--- src/rtl/sys_ctrl_defs.vh ---
`ifndef SYS_CTRL_DEFS_VH
`define SYS_CTRL_DEFS_VH

// ****************************************************************
// register offsets within the system control space
// ****************************************************************
`define CONTROL_SPACE_BASE   32'he000e000
`define OFS_CORE_IDENTITY    12'hd00
`define OFS_EXC_PEND_STATE   12'hd04
`define OFS_SLEEP_CONTROL    12'hd10
`define OFS_HANDLER_PRIO_A   12'hd1c
`define OFS_HANDLER_PRIO_B   12'hd20
`define OFS_CORE_EVENTS      12'hd80

// ****************************************************************
// exception_pend_state fields
// ****************************************************************
`define BIT_NMI_SET          31
`define BIT_PSV_SET          28
`define BIT_PSV_CLR          27
`define BIT_TICK_SET         26
`define BIT_TICK_CLR         25
`define BIT_PREEMPT          23
`define BIT_IRQ_PEND         22
`define PEND_VEC_HI          20
`define PEND_VEC_LO          12
`define ACT_VEC_HI           8
`define ACT_VEC_LO           0

// ****************************************************************
// sleep_control fields and priority fields
// ****************************************************************
`define BIT_WAKE_ON_PEND     4
`define BIT_DEEP_SLEEP       2
`define BIT_SLEEP_ON_RET     1
`define PRIO_HI_HI           31
`define PRIO_HI_LO           30
`define PRIO_LO_HI           23
`define PRIO_LO_LO           22

// ****************************************************************
// exception numbers and reset values
// ****************************************************************
`define EXC_NMI              9'h002
`define EXC_PSV              9'h00e
`define EXC_TICK             9'h00f
`define EXC_IRQ_BASE         9'h010
`define RST_SLEEP_CTRL       3'h0
`define RST_PRIO             2'h0

`endif

--- src/rtl/system_control_block_regs.v ---
// Functional notes
// - identity register read-only fixed fields
// - write one pends nonmaskable exception
// - nonmaskable handler entry clears pending bit
// - write one pends pendable service
// - only software write pends pendable service
// - clear bit removes pendable service pending
// - write one pends system tick
// - clear bit removes system tick pending
// - preempt flag shows pending exception waiting, only while debug halted
// - interrupt pending flag excludes nonmaskable
// - pending vector shows highest enabled
// - active vector zero in thread mode
// - wake on pending includes disabled interrupts
// - pending entry wakes or latches event
// - send event or input wakes
// - deep sleep select chooses low power
// - sleep on return enters sleep
// - supervisor call priority two bits
// - tick and pendable service priorities
// - registers decoded from control space offsets
// - little endian data, bit zero lowest
`timescale 1ns/1ps
`include "sys_ctrl_defs.vh"

module system_control_block_regs #(
  parameter        NUM_IRQ      = 32,
  parameter [7:0]  IMPL_CODE    = 8'h5a,   // arbitrary value
  parameter [3:0]  ARCH_CODE    = 4'h3,    // arbitrary value
  parameter [11:0] PART_CODE    = 12'h123, // arbitrary value
  parameter [3:0]  REV_CODE     = 4'h1     // arbitrary value
) (
  input  wire               sys_clk,
  input  wire               rst,
  input  wire [11:0]        reg_addr,
  input  wire [31:0]        reg_wdata,
  input  wire               reg_wr,
  input  wire               reg_rd,
  output reg  [31:0]        reg_rdata,
  input  wire               nmi_req,
  input  wire               tick_event,
  input  wire [NUM_IRQ-1:0] irq_pending,
  input  wire [NUM_IRQ-1:0] irq_enabled,
  input  wire [NUM_IRQ-1:0] irq_prio_hi,
  input  wire               exc_enter,
  input  wire [8:0]         exc_enter_num,
  input  wire               exc_return,
  input  wire [8:0]         exc_return_to,
  input  wire               debug_halted,
  input  wire               sleep_req,
  // pulse: the core executes a wait-for-event instruction
  input  wire               wait_for_event_req,
  input  wire               send_event_instruction,
  input  wire               ext_event,
  output reg                sleeping,
  output reg                deep_sleep,
  output reg                wake_pulse,
  output reg                nmi_pend,
  output reg                psv_pend,
  output reg                tick_pend,
  output reg                event_latched,
  output reg  [1:0]         supervisor_call_priority,
  output reg  [1:0]         pendable_service_priority,
  output reg  [1:0]         tick_handler_priority
);

  // ****************************************************************
  // state
  // ****************************************************************
  localparam [1:0] ST_RUN   = 2'b01;
  localparam [1:0] ST_SLEEP = 2'b10;

  // the sleep machine has two states only; the core itself stalls
  // while sleeping is high, so no state for the wake-up latency is kept
  // here. deep sleep is not a state of its own: it is the same sleep
  // with the depth select shown on a separate output, so the clock
  // controller outside decides what deep sleep actually switches off.
  reg [1:0] state_ff;
  reg       wake_on_pending_ff;
  reg       deep_sleep_select_ff;
  reg       sleep_on_return_ff;
  reg [8:0] active_vector_ff;
  // remembers which kind of sleep was entered, since the wake sources
  // differ: wait-for-interrupt wakes on pending work, wait-for-event
  // wakes on events and on the latched event flag
  reg       wait_event_mode_ff;
  reg [NUM_IRQ-1:0] irq_pend_prev_ff;

  // ****************************************************************
  // decode
  // ****************************************************************
  // the control space base is stripped before this block, so only the
  // low twelve address bits are compared; a full decode would need the
  // base comparator duplicated in every register bank of the space.
  // the identity register has no write decode at all, so writes to it
  // cannot disturb anything.
  wire wr_pend  = reg_wr && (reg_addr == `OFS_EXC_PEND_STATE);
  wire wr_sleep = reg_wr && (reg_addr == `OFS_SLEEP_CONTROL);
  wire wr_pra   = reg_wr && (reg_addr == `OFS_HANDLER_PRIO_A);
  wire wr_prb   = reg_wr && (reg_addr == `OFS_HANDLER_PRIO_B);

  // ****************************************************************
  // pending vector search
  // ****************************************************************
  // the interrupt controller only hands over a one-bit priority tag per
  // line: tagged lines rank as priority zero, untagged as priority three.
  // the middle two levels are therefore not resolved here; a limitation
  // accepted to keep the search to two plain priority-encoder passes.
  // per-irq qualifier: pending, enabled; high-priority tag wins first
  wire [NUM_IRQ-1:0] irq_ready = irq_pending & irq_enabled;
  wire [NUM_IRQ-1:0] irq_hi    = irq_ready & irq_prio_hi;

  reg [8:0] irq_vec;
  reg       irq_found;
  integer   i;
  // lowest number wins among equals; the high-priority tag pass goes last so it overrides
  always @* begin
    irq_vec   = 9'h000;
    irq_found = 1'b0;
    for (i = NUM_IRQ - 1; i >= 0; i = i - 1) begin
      if (irq_ready[i]) begin
        irq_vec   = `EXC_IRQ_BASE + i[8:0];
        irq_found = 1'b1;
      end
    end
    for (i = NUM_IRQ - 1; i >= 0; i = i - 1) begin
      if (irq_hi[i]) begin
        irq_vec = `EXC_IRQ_BASE + i[8:0];
      end
    end
  end

  // pendable service and tick ranked against the irq candidate by their 2-bit priority; nmi always wins
  reg [8:0] pending_vector;
  reg [2:0] best_prio;
  always @* begin
    pending_vector = 9'h000;
    best_prio      = 3'h7;
    if (irq_found) begin
      pending_vector = irq_vec;
      best_prio      = {1'b0, (|irq_hi) ? 2'h0 : 2'h3};
    end
    if (psv_pend && ({1'b0, pendable_service_priority} <= best_prio)) begin
      pending_vector = `EXC_PSV;
      best_prio      = {1'b0, pendable_service_priority};
    end
    if (tick_pend && ({1'b0, tick_handler_priority} <= best_prio)) begin
      pending_vector = `EXC_TICK;
      best_prio      = {1'b0, tick_handler_priority};
    end
    if (nmi_pend) begin
      pending_vector = `EXC_NMI;
    end
  end

  wire interrupt_pending_flag = (|irq_pending) | psv_pend | tick_pend;
  wire debug_exit_preempt     = debug_halted && (pending_vector != 9'h000);

  // ****************************************************************
  // pending state of nmi, pendable service and tick
  // ****************************************************************
  wire nmi_taken  = exc_enter && (exc_enter_num == `EXC_NMI);
  wire psv_taken  = exc_enter && (exc_enter_num == `EXC_PSV);
  wire tick_taken = exc_enter && (exc_enter_num == `EXC_TICK);
  wire psv_set_w  = wr_pend && reg_wdata[`BIT_PSV_SET];
  wire tick_set_w = wr_pend && reg_wdata[`BIT_TICK_SET];
  wire psv_clr_w  = wr_pend && reg_wdata[`BIT_PSV_CLR] && !reg_wdata[`BIT_PSV_SET];
  wire tick_clr_w = wr_pend && reg_wdata[`BIT_TICK_CLR] && !reg_wdata[`BIT_TICK_SET];

  // a clear only counts when the matching set bit is written as zero in
  // the same access, so a read-modify-write that carries a set bit back
  // can never drop a pending request by accident.
  // handler entry clears the bit, but a request in that very cycle wins.
  // sets win over clears so an event in the clearing cycle is kept
  always @(posedge sys_clk) begin
    if (rst) begin
      nmi_pend  <= 1'b0;
      psv_pend  <= 1'b0;
      tick_pend <= 1'b0;
    end else begin
      if (nmi_req || (wr_pend && reg_wdata[`BIT_NMI_SET])) begin
        nmi_pend <= 1'b1;
      end else if (nmi_taken) begin
        nmi_pend <= 1'b0;
      end
      if (psv_set_w) begin
        psv_pend <= 1'b1;
      end else if (psv_clr_w || psv_taken) begin
        psv_pend <= 1'b0;
      end
      if (tick_set_w || tick_event) begin
        tick_pend <= 1'b1;
      end else if (tick_clr_w || tick_taken) begin
        tick_pend <= 1'b0;
      end
    end
  end

  // ****************************************************************
  // active vector tracking
  // ****************************************************************
  // nesting is not tracked here: the core knows its own stack of
  // handlers and tells us where each return lands.
  // the core reports the vector it returns to; zero means thread mode
  always @(posedge sys_clk) begin
    if (rst) begin
      active_vector_ff <= 9'h000;
    end else if (exc_enter) begin
      active_vector_ff <= exc_enter_num;
    end else if (exc_return) begin
      active_vector_ff <= exc_return_to;
    end
  end

  // ****************************************************************
  // sleep control and priority registers
  // ****************************************************************
  // only the implemented bits are stored; every other bit of these words
  // reads zero because the read mux places nothing there
  always @(posedge sys_clk) begin
    if (rst) begin
      wake_on_pending_ff        <= 1'b0;
      deep_sleep_select_ff      <= 1'b0;
      sleep_on_return_ff        <= 1'b0;
      supervisor_call_priority  <= `RST_PRIO;
      pendable_service_priority <= `RST_PRIO;
      tick_handler_priority     <= `RST_PRIO;
    end else begin
      if (wr_sleep) begin
        wake_on_pending_ff   <= reg_wdata[`BIT_WAKE_ON_PEND];
        deep_sleep_select_ff <= reg_wdata[`BIT_DEEP_SLEEP];
        sleep_on_return_ff   <= reg_wdata[`BIT_SLEEP_ON_RET];
      end
      if (wr_pra) begin
        supervisor_call_priority <= reg_wdata[`PRIO_HI_HI:`PRIO_HI_LO];
      end
      if (wr_prb) begin
        tick_handler_priority     <= reg_wdata[`PRIO_HI_HI:`PRIO_HI_LO];
        pendable_service_priority <= reg_wdata[`PRIO_LO_HI:`PRIO_LO_LO];
      end
    end
  end

  // ****************************************************************
  // wake and event logic
  // ****************************************************************
  // a newly pending source counts once, at its rising edge only
  wire [NUM_IRQ-1:0] irq_new = irq_pending & ~irq_pend_prev_ff;
  wire [NUM_IRQ-1:0] irq_wake_mask = wake_on_pending_ff ? {NUM_IRQ{1'b1}} : irq_enabled;
  wire pend_event  = |(irq_new & irq_wake_mask);
  wire any_event   = pend_event | send_event_instruction | ext_event | tick_event;
  wire enabled_irq = |irq_ready;
  wire wfi_wake    = enabled_irq | nmi_pend | (wake_on_pending_ff & (|irq_pending));
  wire ret_sleep   = exc_return && (exc_return_to == 9'h000) && sleep_on_return_ff;
  wire wait_event_wake = any_event | event_latched | nmi_pend;

  reg [1:0] nxt_state;
  reg       nxt_wait_event;
  reg       nxt_wake;
  // wait-for-event consumes a latched event instead of sleeping; a sleep
  // request that meets a wake source in the same cycle is not entered at
  // all, which avoids a one-cycle sleep with a pointless wake pulse; only a
  // wait-for-event with nmi_pend set still enters sleep for one cycle
  always @* begin
    nxt_state      = state_ff;
    nxt_wait_event = wait_event_mode_ff;
    nxt_wake       = 1'b0;
    case (state_ff)
      ST_RUN: begin
        if (wait_for_event_req && !(event_latched || any_event)) begin
          nxt_state      = ST_SLEEP;
          nxt_wait_event = 1'b1;
        end else if ((sleep_req || ret_sleep) && !wfi_wake) begin
          nxt_state      = ST_SLEEP;
          nxt_wait_event = 1'b0;
        end
      end
      ST_SLEEP: begin
        if (wait_event_mode_ff ? wait_event_wake : wfi_wake) begin
          nxt_state = ST_RUN;
          nxt_wake  = 1'b1;
        end
      end
      default: nxt_state = ST_RUN;
    endcase
  end

  always @(posedge sys_clk) begin
    if (rst) begin
      state_ff           <= ST_RUN;
      wait_event_mode_ff <= 1'b0;
      sleeping         <= 1'b0;
      deep_sleep       <= 1'b0;
      wake_pulse       <= 1'b0;
      event_latched    <= 1'b0;
      irq_pend_prev_ff <= {NUM_IRQ{1'b0}};
    end else begin
      state_ff           <= nxt_state;
      wait_event_mode_ff <= nxt_wait_event;
      sleeping         <= (nxt_state == ST_SLEEP);
      deep_sleep       <= (nxt_state == ST_SLEEP) && deep_sleep_select_ff;
      wake_pulse       <= nxt_wake;
      irq_pend_prev_ff <= irq_pending;
      // latch events seen outside a wait-for-event sleep; a wait-for-event consumes it
      // an event that wakes a waiting core is used up by that wake and
      // is not latched again, or the next wait would fall straight through
      if (any_event && !(state_ff == ST_SLEEP && wait_event_mode_ff)) begin
        event_latched <= 1'b1;
      end else if (wait_for_event_req ||
                   (state_ff == ST_SLEEP && wait_event_mode_ff && nxt_wake)) begin
        event_latched <= 1'b0;
      end
    end
  end

  // ****************************************************************
  // read port; data one cycle after the strobe, zero otherwise
  // ****************************************************************
  // the mux is built from the address alone; the read strobe only gates
  // the registered copy, so the output is zero in every cycle that does
  // not follow a read. write-only clear bits have no read source and so
  // read zero like the reserved bits.
  reg [31:0] rd_mux;
  always @* begin
    rd_mux = 32'h00000000;
    case (reg_addr)
      `OFS_CORE_IDENTITY:
        rd_mux = {IMPL_CODE, 4'h0, ARCH_CODE, PART_CODE, REV_CODE};
      `OFS_EXC_PEND_STATE: begin
        rd_mux[`BIT_NMI_SET]                 = nmi_pend;
        rd_mux[`BIT_PSV_SET]                 = psv_pend;
        rd_mux[`BIT_TICK_SET]                = tick_pend;
        rd_mux[`BIT_PREEMPT]                 = debug_exit_preempt;
        rd_mux[`BIT_IRQ_PEND]                = interrupt_pending_flag;
        rd_mux[`PEND_VEC_HI:`PEND_VEC_LO]    = pending_vector;
        rd_mux[`ACT_VEC_HI:`ACT_VEC_LO]      = active_vector_ff;
      end
      `OFS_SLEEP_CONTROL: begin
        rd_mux[`BIT_WAKE_ON_PEND] = wake_on_pending_ff;
        rd_mux[`BIT_DEEP_SLEEP]   = deep_sleep_select_ff;
        rd_mux[`BIT_SLEEP_ON_RET] = sleep_on_return_ff;
      end
      `OFS_HANDLER_PRIO_A:
        rd_mux[`PRIO_HI_HI:`PRIO_HI_LO] = supervisor_call_priority;
      `OFS_HANDLER_PRIO_B: begin
        rd_mux[`PRIO_HI_HI:`PRIO_HI_LO] = tick_handler_priority;
        rd_mux[`PRIO_LO_HI:`PRIO_LO_LO] = pendable_service_priority;
      end
      `OFS_CORE_EVENTS: begin
        rd_mux[0] = event_latched;
        rd_mux[1] = sleeping;
      end
      default: rd_mux = 32'h00000000;
    endcase
  end

  // little-endian: bit 0 of the word is byte 0 bit 0; no swapping path exists
  always @(posedge sys_clk) begin
    if (rst) begin
      reg_rdata <= 32'h00000000;
    end else begin
      reg_rdata <= reg_rd ? rd_mux : 32'h00000000;
    end
  end

endmodule // system_control_block_regs

--- config.mk ---
export PLATFORM = sky130hd
export DESIGN_NAME = system_control_block_regs
export DESIGN_NICKNAME = d
export VERILOG_FILES = /design/src/rtl/system_control_block_regs.v
export VERILOG_INCLUDE_DIRS = /design/src /design/src/rtl
export SDC_FILE = /design/constraint.sdc
export NUM_CORES = 1
export LEC_CHECK = 0
export ABC_AREA = 1
export BUFFER_PORTS_ARGS = -buffer_cell sky130_fd_sc_hd__clkbuf_2
export CORE_MARGIN = 5
export CORE_UTILIZATION = 50
export DETAILED_ROUTE_END_ITERATION = 7
export PLACE_DENSITY = 0.94
export RECOVER_POWER = 100
export SYNTH_ARGS = -nofsm -noshare
export SYNTH_HDL_FRONTEND = slang
export SYNTH_SLANG_ARGS = --single-unit
--- constraint.sdc ---
create_clock -name sys_clk -period 7.2 [get_ports sys_clk]
set_input_delay 2.16 -clock sys_clk [delete_from_list [all_inputs] [get_ports sys_clk]]
set_output_delay 2.16 -clock sys_clk [all_outputs]
set_load 0.02 [all_outputs]
==> results of run 1 <==
## flip-flops by register name (all words and copies together), names as in the netlist
name                       cells
irq_pend_prev_ff              32
reg_rdata                     22
active_vector_ff               9
pendable_service_priority      2
state_ff                       2
supervisor_call_priority       2
tick_handler_priority          2
deep_sleep                     1
deep_sleep_select_ff           1
event_latched                  1
nmi_pend                       1
psv_pend                       1
sleep_on_return_ff             1
sleeping                       1
tick_pend                      1
wait_event_mode_ff             1
wake_on_pending_ff             1
wake_pulse                     1
## routing by layer
metal  GRT usage (%)  vias up
li1                -     2752
met1           32.16     2365
met2           39.39      238
met3           4.532       54
met4           13.23        0
met5               0        -
## cell type report
cell class / instances / area share (%)
clock buffers: 9 / 2.167
clock inverters: 7 / 1.467
inverters: 91 / 5.976
multi-input cells: 545 / 43.59
flip-flops and latches: 82 / 28.72
well taps: 111 / 2.430
repair buffers: 188 / 15.65
## metrics by stage
stage                     instance area, µm²  utilization (%)
after floorplan                         4602                -
after global placement                  5563            61.37
after detailed placement                5563            61.37
after CTS                               5771            63.66
after global routing                    5715            63.05
final                                   5715            63.05
## kinds of logic (layout without fill, tap and decap cells)
| logic type | count (synthesis) | count (layout) | share of synthesized area [%] |
|---|---|---|---|
| other cells | 1 | 8 | 0.08196 |
| simple gates | 433 | 433 | 38.94 |
| compound gates | 98 | 98 | 13.29 |
| fa+ha+maj | 6 | 6 | 1.641 |
| buf+inv | 113 | 295 | 10.17 |
| flops | 82 | 82 | 35.88 |
## placed cells by master, fill, tap and decap left out, types with 6 or more instances in the layout
master	instances
nor2_1	149
nor4_1	13
a21oi_1	20
a211oi_1	8
nand3_1	43
dfxtp_1	82
o21ai_1	6
clkbuf_1	39
nand2_1	186
conb_1	8
ha_1	6
o21ai_0	33
nand4_1	6
clkbuf_8	9
inv_2	11
inv_1	78
nor3_1	31
clkbuf_2	148
## cells in the mapped netlist (2+ instances only)
| cell type | number |
|---|---|
| nand3_1 | 43 |
| clkinv_1 | 2 |
| o211ai_1 | 4 |
| a32o_1 | 2 |
| o21ai_0 | 28 |
| nand2_2 | 3 |
| o22ai_1 | 2 |
| ha_1 | 6 |
| inv_1 | 77 |
| inv_2 | 12 |
| a31oi_1 | 4 |
| nor3_1 | 31 |
| o311ai_1 | 3 |
| o31ai_1 | 4 |
| o2111ai_1 | 2 |
| nor2_1 | 149 |
| buf_1 | 3 |
| a211oi_1 | 8 |
| clkbuf_1 | 8 |
| o21ai_1 | 10 |
| a21oi_1 | 20 |
| dfxtp_1 | 82 |
| buf_4 | 11 |
| nand2_1 | 186 |
| nand4_1 | 6 |
| o221ai_1 | 5 |
| nor4_1 | 13 |
## worst max-delay path: stages
cell and delay [ns]:
clkbuf_2 0.07, clkbuf_1 1.58, inv_1 0.75, nand2_1 0.50, nor2_1 0.16, inv_1 0.36
o21ai_0 0.18
## how the worst max path moves through the flow
stage / startpoint / endpoint / slack (ns) / cells after the start
after floorplan: irq_pending[31] / reg_rdata[12]$_SDFF_PP0_ / 2.03 / 68
after global placement: irq_pending[31] / reg_rdata[12]$_SDFF_PP0_ / 1.39 / 69
after detailed placement: irq_pending[31] / reg_rdata[12]$_SDFF_PP0_ / 1.36 / 69
after CTS: irq_pending[31] / reg_rdata[12]$_SDFF_PP0_ / 1.72 / 69
after global routing: irq_enabled[31] / reg_rdata[12]$_SDFF_PP0_ / 1.11 / 69
final: rst / reg_rdata[16]$_SDFF_PP0_ / 1.64 / 7
## power breakdown
part           total [W]  switching (W)  internal, W
clock network   0.000355       0.000188     0.000167
registers       0.000475     0.00000705     0.000468
logic           0.000190       0.000116    0.0000743
==> results.txt, run 1 <==
outcome - finished with violations
failing checks - max-capacitance violations, max-slew violations
Mapped Area - 4576 µm²
Worst Reg-to-Reg Cells - 17
Post CTS Setup Buffer Count - 0
P_leak - 3.018 nW
RSZ-0062 raised after global routing - false
top post-synthesis cells by area - dfxtp_1 (36%), nand2_1 (15%), nor2_1 (12%)
number of global-route vias before repair - 5,076
Pwr Density - 178.6 nW/µm²
reg-to-reg slack, setup - 4.27 ns
clk_skew - 0.01199 ns
share of cells above drive strength 1 - 19.52%
clock root cell - clkbuf_8
Synth cell types - 36
Worst Setup Slack, final - 1.637 ns
CP endpoint kind - flip-flop
Max IR drop VDD - 0.1092 mV
Final Hold Fails - 0
area of the multi-input gates - 2491 µm²
DR WL/cell - 13.67 µm
number of fill cells - 857
Hold Slack - 0.4395 ns
initial antenna violation count - 0
total power - 0.001021 W
Max Used Layer - met4
dpl ws - 1.364 ns
Primary FF master, synth - dfxtp_1
Routability Congestion - 0.9310
max_cap viols - 1
Starting Density - 50.48%
Antenna Nets Post-Route - 0
first-pass GRT wire length - 22.90 mm
ant diodes - 0
Hold Path End - reg_rdata[3]$_SDFF_PP0_
area occupied by registers - 1642 µm²
Critical Path RT - 7.42 ns
PortBufs - 186
Clock transition at path regs - 0.08 ns
Synth Instances - 733
Post-DP HPWL - 11.55 mm
r2r startpoint - pendable_service_priority[1]$_SDFFE_PP0P_
Final Non-Filler Cells - 1,033
period utilization - 77.27%
IO Count - 216
largest net degree at the start of global routing - 49
Hold Path Origin - active_vector_ff[3]$_SDFFE_PP0P_
Total GRT Usage - 24.89%
Clock Latency Late Sink - 0.37 ns
Vias - 5,409
WP data arrival - 5.79 ns
Tmin final - 5.563 ns
post_cts resized - 0
Final Max Slew Viols - 49
Hold WC Path Type - reg2reg
CTS buffer count - 9
peak fanout along the critical path - 48
DRT iter0 DRCs - 309
Max Fclk - 179.7 MHz
Setup TNS - 0 ns
Ys Warns - 0
hold path cells - 2
CTS tree - done
area delta synth->final - 24.91%
Synth Area per Inst - 6.242 µm²
# clock sinks - 82
worst rel slew slack - -49.79%
Die Wd - 105.7 µm
#FFs+latches synth - 82
number of synthesized flops with an enable pin - 0
DRC viols - 0
vias per cell - 5.236
ys async rst share - 0%
worst reg2reg endpoint - reg_rdata[23]$_SDFF_PP0_
Core Area - 9065 µm²
crit path kind - in2reg
layout net count - 1,094
Least-Margin Pin Slew - 2.247 ns
H-tree depth - 3
gr ovfl total - 0
area leader, netlist - dfxtp_1
cts hold-fix bufs - 0
Pre-Repair DR Iteration Count - 5
Seq/Total Area, Yosys - 35.88%
Total Wirelength - 14.13 mm
Met3 Routed Length - 1.025 mm
Inst Count DP - 1,017
clk buf depth - 2
die area - 11,160 µm²
Finish-stage setup viols - 0
top-area cell type share of the netlist area - 35.88%
met2 wire length - 6.461 mm
type of origin of the critical path - input port
row count - 35
M1 wire length - 5.957 mm
Die Ht - 105.7 µm
Power figures use the tool's default switching activity.
==> run 2, diff against run 1 <==
CORE_UTILIZATION = 47   (was 50)
PLACE_DENSITY = 0.9   (was 0.94)
clock period = 5.25 ns   (was 7.2 ns; I/O delays follow)
==> results.txt, run 2 (same netlist as run 1, synthesis figures left out) <==
outcome - finished with violations
failing checks - max-capacitance violations, max-slew violations
Max IR drop VDD - 0.1525 mV
critical path's slowest cell - buf_6
first-pass GRT wire length - 22.02 mm
worst setup path startpoint - irq_enabled[31]
layout net count - 1,096
ant diodes - 0
Antenna Nets Post-Route - 0
clk_skew - 0.01600 ns
Tmin final - 4.839 ns
period utilization - 92.16%
Routability Congestion - 0.9309
Core Area - 9639 µm²
Die Wd - 108.7 µm
Total GRT Usage - 23.49%
Worst Reg-to-Reg Cells - 14
max_cap viols - 1
CTS tree - done
number of global-route vias before repair - 4,777
Pwr Density - 241.4 nW/µm²
CP most frequent cell - nand2_1
max FFs per register - 32
vias per cell - 5.080
r2r startpoint - wake_on_pending_ff$_SDFFE_PP0P_
RSZ-0062 raised after global routing - true
clk buf depth - 2
Vias - 5,370
clock root cell - clkbuf_8
Starting Density - 47.47%
share of cells above drive strength 1 - 19.59%
Final Hold Fails - 0
largest net degree at the start of global routing - 48
Least-Margin Pin Slew - 2.200 ns
worst rel slew slack - -46.68%
Final Max Slew Viols - 48
row count - 36
Final Non-Filler Cells - 1,057
worst reg2reg endpoint - deep_sleep$_SDFF_PP0_
Clock Latency Late Sink - 0.36 ns
type of origin of the critical path - input port
Pre-Repair DR Iteration Count - 5
Die Ht - 108.7 µm
commonest non-fill, non-tap cell in the layout - nand2_1
Worst Setup EP - reg_rdata[12]$_SDFF_PP0_
CP endpoint kind - flip-flop
die area - 11,810 µm²
Most flops, register - irq_pend_prev_ff
Max Fclk - 206.7 MHz
Total Wirelength - 14.25 mm
# clock sinks - 82
Post-DP HPWL - 11.66 mm
area delta synth->final - 26.58%
DR WL/cell - 13.48 µm
DRT iter0 DRCs - 343
WP data arrival - 5.09 ns
reg-to-reg slack, setup - 2.36 ns
peak fanout along the critical path - 2
P_leak - 3.033 nW
initial antenna violation count - 0
Finish-stage setup viols - 0
slowest stage delay, CP - 0.10 ns
Regs by FF count - irq_pend_prev_ff (32), reg_rdata (22), active_vector_ff (9)
CTS buffer count - 9
total power - 0.001398 W
most frequent cells in the layout - nand2_1 (184), nor2_1 (149), clkbuf_2 (145), dfxtp_1 (82), inv_1 (78)
crit path kind - in2reg
H-tree depth - 3
IO Count - 216
PortBufs - 186
Critical Path RT - 5.50 ns
Hold WC Path Type - reg2reg
gr ovfl total - 0
cts hold-fix bufs - 0
Inst Count DP - 1,040
Clock transition at path regs - 0.10 ns
Hold Slack - 0.4378 ns
number of fill cells - 963
DRC viols - 0
## run 2: cell types whose count changed in the layout (fill, tap and decap cells not counted), sizes merged
cell and change:
clkinv +7, inv -7, buf +5, clkbuf -3
## run 2: routing by layer
metal,wire length [µm],up-vias,part of all wire [%],GRT usage (%)
met3,965,30,6.8,3.552
met1,6197,2397,43,30.46
met4,342,0,2.4,9.378
li1,-,2745,-,-
met5,0,-,0,0
met2,6745,198,47,39.23
## run 2: metrics by stage
step           instance area [µm²]  util [%]  worst slack [ns]  setup TNS [ns]
2_1_floorplan                 4602         -            0.6647               0
3_3_place_gp                  5598     58.07           0.03246               0
3_5_place_dp                  5598     58.07           0.01824               0
4_1_cts                       5811     60.28            0.3716               0
5_1_grt                       5792     60.09           -0.3502         -0.3502
6_report                      5792     60.09            0.4115               0
## run 2: power breakdown
group / internal [W] / total, W / switching [W]
registers: 0.000642 / 0.000652 / 0.00000994
clock network: 0.000228 / 0.000482 / 0.000254
logic: 0.000104 / 0.000265 / 0.000160
## run 2: area by class of cell
class                      count  area (µm²)  area share (%)
timing repair buffer         190       924.6           15.96
multi-input combinational    545        2505           43.25
clock buffer                   9       123.9           2.139
inverter                      91       341.6           5.898
tap                          133       166.4           2.873
clock inverter                 7       88.84           1.534
sequential                    82        1642           28.34
## run 2: critical path, delay by kind of cell
family                 cells  cell delay (ns)
AND/OR/NAND/NOR           67             3.35
buffers and inverters      2             0.14
## run 2: timing repair
action	in CTS	in global routing
resized for setup	0	7
endpoints found under the setup margin	0	1
buffers inserted	0	1
## run 2: how the worst min path moves through the flow
stage	startpoint	end	slack, ns	depth (start not counted)
after floorplan	active_vector_ff[3]$_SDFFE_PP0P_	reg_rdata[3]$_SDFF_PP0_	0.41	2
after global placement	active_vector_ff[8]$_SDFFE_PP0P_	reg_rdata[8]$_SDFF_PP0_	0.42	2
after detailed placement	active_vector_ff[3]$_SDFFE_PP0P_	reg_rdata[3]$_SDFF_PP0_	0.42	2
after CTS	active_vector_ff[3]$_SDFFE_PP0P_	reg_rdata[3]$_SDFF_PP0_	0.44	2
after global routing	active_vector_ff[3]$_SDFFE_PP0P_	reg_rdata[3]$_SDFF_PP0_	0.45	2
final	active_vector_ff[7]$_SDFFE_PP0P_	reg_rdata[7]$_SDFF_PP0_	0.44	2
==> run 3, diff against run 2 <==
ABC_AREA = default   (was 1)
CORE_UTILIZATION = 48   (was 47)
PLACE_DENSITY = 0.91   (was 0.9)
==> results.txt, run 3 <==
peak fanout along the critical path - 5
clk_skew - 0.01162 ns
Total GRT Usage - 29.64%
Max Fclk - 210.1 MHz
Mapped Area - 4717 µm²
Ys Warns - 0
post-synthesis simple-gate area fraction - 36.23%
hold path cells - 1
PortBufs - 186
Primary FF master, synth - dfxtp_1
Total Wirelength - 18.17 mm
largest family of logic cells by synthesized area - simple AND/OR/NAND/NOR gates
area of the multi-input gates - 2877 µm²
Hold WC Path Type - reg2reg
period utilization - 90.64%
clk buf depth - 2
CTS buffer count - 9
DRT iter0 DRCs - 824
Vias - 5,740
Post-DP HPWL - 14.93 mm
commonest non-fill, non-tap cell in the layout - clkbuf_2
Most flops, register - irq_pend_prev_ff
WP data arrival - 5.00 ns
share of cells above drive strength 1 - 21.52%
Starting Density - 48.71%
Synth cell types - 59
critical path's slowest cell - ha_1
r2r startpoint - irq_pend_prev_ff[25]$_SDFF_PP0_
number of global-route vias before repair - 5,305
Core Area - 9684 µm²
first-pass GRT wire length - 26.94 mm
Synth Area per Inst - 7.511 µm²
Post-Synth Adder-Cell Area - 1.592%
Setup TNS - 0 ns
Synth Instances - 628
most frequent cells in the layout - clkbuf_2 (147), nand2_1 (89), dfxtp_1 (82), nor2_1 (64), nand3_1 (61)
type of origin of the critical path - input port
Regs by FF count - irq_pend_prev_ff (32), reg_rdata (22), active_vector_ff (9)
Synth Area in Compound Gates - 20.69%
number of fill cells - 911
slowest stage delay, CP - 0.30 ns
worst rel slew slack - 4.644%
# clock sinks - 82
Worst Reg-to-Reg Cells - 7
ant diodes - 0
post-synthesis mux area share - 1.910%
largest net degree at the start of global routing - 32
Inst Count DP - 944
most common cell in the synthesized netlist - nand2_1
Clock Latency Late Sink - 0.36 ns
Critical Path RT - 5.49 ns
CTS tree - done
top post-synthesis cells by area - dfxtp_1 (35%), nand2_1 (7.1%), nand3_1 (6.5%)
#FFs+latches synth - 82
Antenna Nets Post-Route - 0
Seq/Total Area, Yosys - 34.80%
H-tree depth - 3
CP Buf/Inv Count - 2
die area - 11,910 µm²
worst reg2reg endpoint - deep_sleep$_SDFF_PP0_
area occupied by registers - 1642 µm²
Routability Congestion - 1.045
Post CTS Setup Buffer Count - 0
DRC viols - 0
clock root cell - clkbuf_8
row count - 36
P_leak - 2.653 nW
initial antenna violation count - 0
Least-Margin Pin Slew - 1.430 ns
Pwr Density - 238.0 nW/µm²
Hold Path End - reg_rdata[6]$_SDFF_PP0_
number of synthesized flops with an enable pin - 0
outcome - completed
vias per cell - 5.979
XOR/XNOR share of the synthesized area - 0%
area delta synth->final - 26.15%
max FFs per register - 32
max_cap viols - 0
DR WL/cell - 18.93 µm
Die Ht - 109.1 µm
Hold Path Origin - active_vector_ff[6]$_SDFFE_PP0P_
Final Hold Fails - 0
CP delay by family, top - simple AND/OR/NAND/NOR gates
RSZ-0062 raised after global routing - false
Tmin final - 4.759 ns
Finish-stage setup viols - 0
Final Non-Filler Cells - 960
cts hold-fix bufs - 0
reg-to-reg slack, setup - 2.54 ns
crit path kind - in2reg
Max IR drop VDD - 0.2207 mV
CP endpoint kind - flip-flop
area leader, netlist - dfxtp_1
Clock transition at path regs - 0.09 ns
Cell Chain, Critical Path - clkbuf_2, nand3_1, and2_1, nand3_1, nor3_2, nand4_1, nor2_1, inv_1, ha_1, nor2b_1, o21ai_0, o21ai_1, mux2i_1, ha_1, nor2b_1, o21ai_0, o21ai_0, nand2_1, a211oi_1, a21oi_1
CP most frequent cell - o21ai_0
Pre-Repair DR Iteration Count - 7
layout net count - 999
ys async rst share - 0%
gr ovfl total - 0
IO Count - 216
top cells by count, synth - nand2_1 (89), dfxtp_1 (82), nor2_1 (64)
top-area cell type share of the netlist area - 34.80%
Die Wd - 109.1 µm
Final Max Slew Viols - 0
[run 3: cell type report]
| type | instances | area share [%] |
|---|---|---|
| clock buffers | 9 | 2.082 |
| inverters | 28 | 1.766 |
| well taps | 133 | 2.796 |
| multi-input cells | 504 | 48.34 |
| repair buffers | 197 | 16.02 |
| flip-flops and latches | 82 | 27.59 |
| clock inverters | 7 | 1.409 |
[run 3: worst max-delay path by stage]
stage,from,end,slack (ns),depth (start not counted)
3_5_place_dp,irq_pending[13],reg_rdata[13]$_SDFF_PP0_,0.12,20
6_report,irq_pending[13],reg_rdata[13]$_SDFF_PP0_,0.49,20
5_1_grt,irq_pending[13],reg_rdata[13]$_SDFF_PP0_,0.08,20
4_1_cts,irq_pending[13],reg_rdata[17]$_SDFF_PP0_,0.45,19
3_3_place_gp,irq_pending[13],reg_rdata[17]$_SDFF_PP0_,0.22,19
2_1_floorplan,irq_pending[13],reg_rdata[13]$_SDFF_PP0_,0.63,19
[run 3: worst register-to-register path, delay by kind of cell (launching register included)]
| family | cells | cell delay (ns) |
|---|---|---|
| DFF | 1 | 0.36 |
| AOI/OAI and AO/OA | 2 | 0.61 |
| and+or+nand+nor | 5 | 1.69 |
[run 3: cell families (layout without fill, tap and decap cells)]
family                     count (synthesis)  after routing
AOI/OAI and AO/OA                        142            142
buffers and inverters                     49            241
muxes                                      9              9
and+or+nand+nor                          339            339
adders and majority gates                  6              6
DFF                                       82             82
other                                      1              8
[run 3: timing repair]
action | CTS | global route
endpoints found under the setup margin | 0 | 1
gates resized for setup | 0 | 1
hold endpoints to repair | 0 | 0
[run 3: layer usage]
layer	wire (µm)	track usage (%)	vias to the layer above	part of all wire, %
met5	0	0	-	0
li1	-	-	2686	-
met3	2124	7.164	58	12
met4	731	12.44	0	4.0
met1	6927	38.35	2607	38
met2	8390	47.11	389	46
[run 3: metrics by stage]
step | hold WS, ns | total power [W] | setup slack, ns | utilization (%) | cell area [µm²]
2_1_floorplan | 0.4159 | 0.0008118 | 0.6305 | - | 4743
3_3_place_gp | 0.4325 | 0.0009455 | 0.2212 | 59.96 | 5807
3_5_place_dp | 0.4489 | 0.0009473 | 0.1198 | 59.96 | 5807
4_1_cts | 0.4728 | 0.001412 | 0.4505 | 62.11 | 6015
5_1_grt | 0.5056 | 0.001474 | 0.08287 | 61.45 | 5951
6_report | 0.4693 | 0.001416 | 0.4913 | 61.45 | 5951
[run 3: report_power, final]
group / total, W / switching, W / internal (W)
sequential: 0.000655 / 0.0000143 / 0.000641
clock: 0.000473 / 0.000245 / 0.000228
combinational: 0.000288 / 0.000174 / 0.000114
total: 0.00142 / 0.000433 / 0.000983
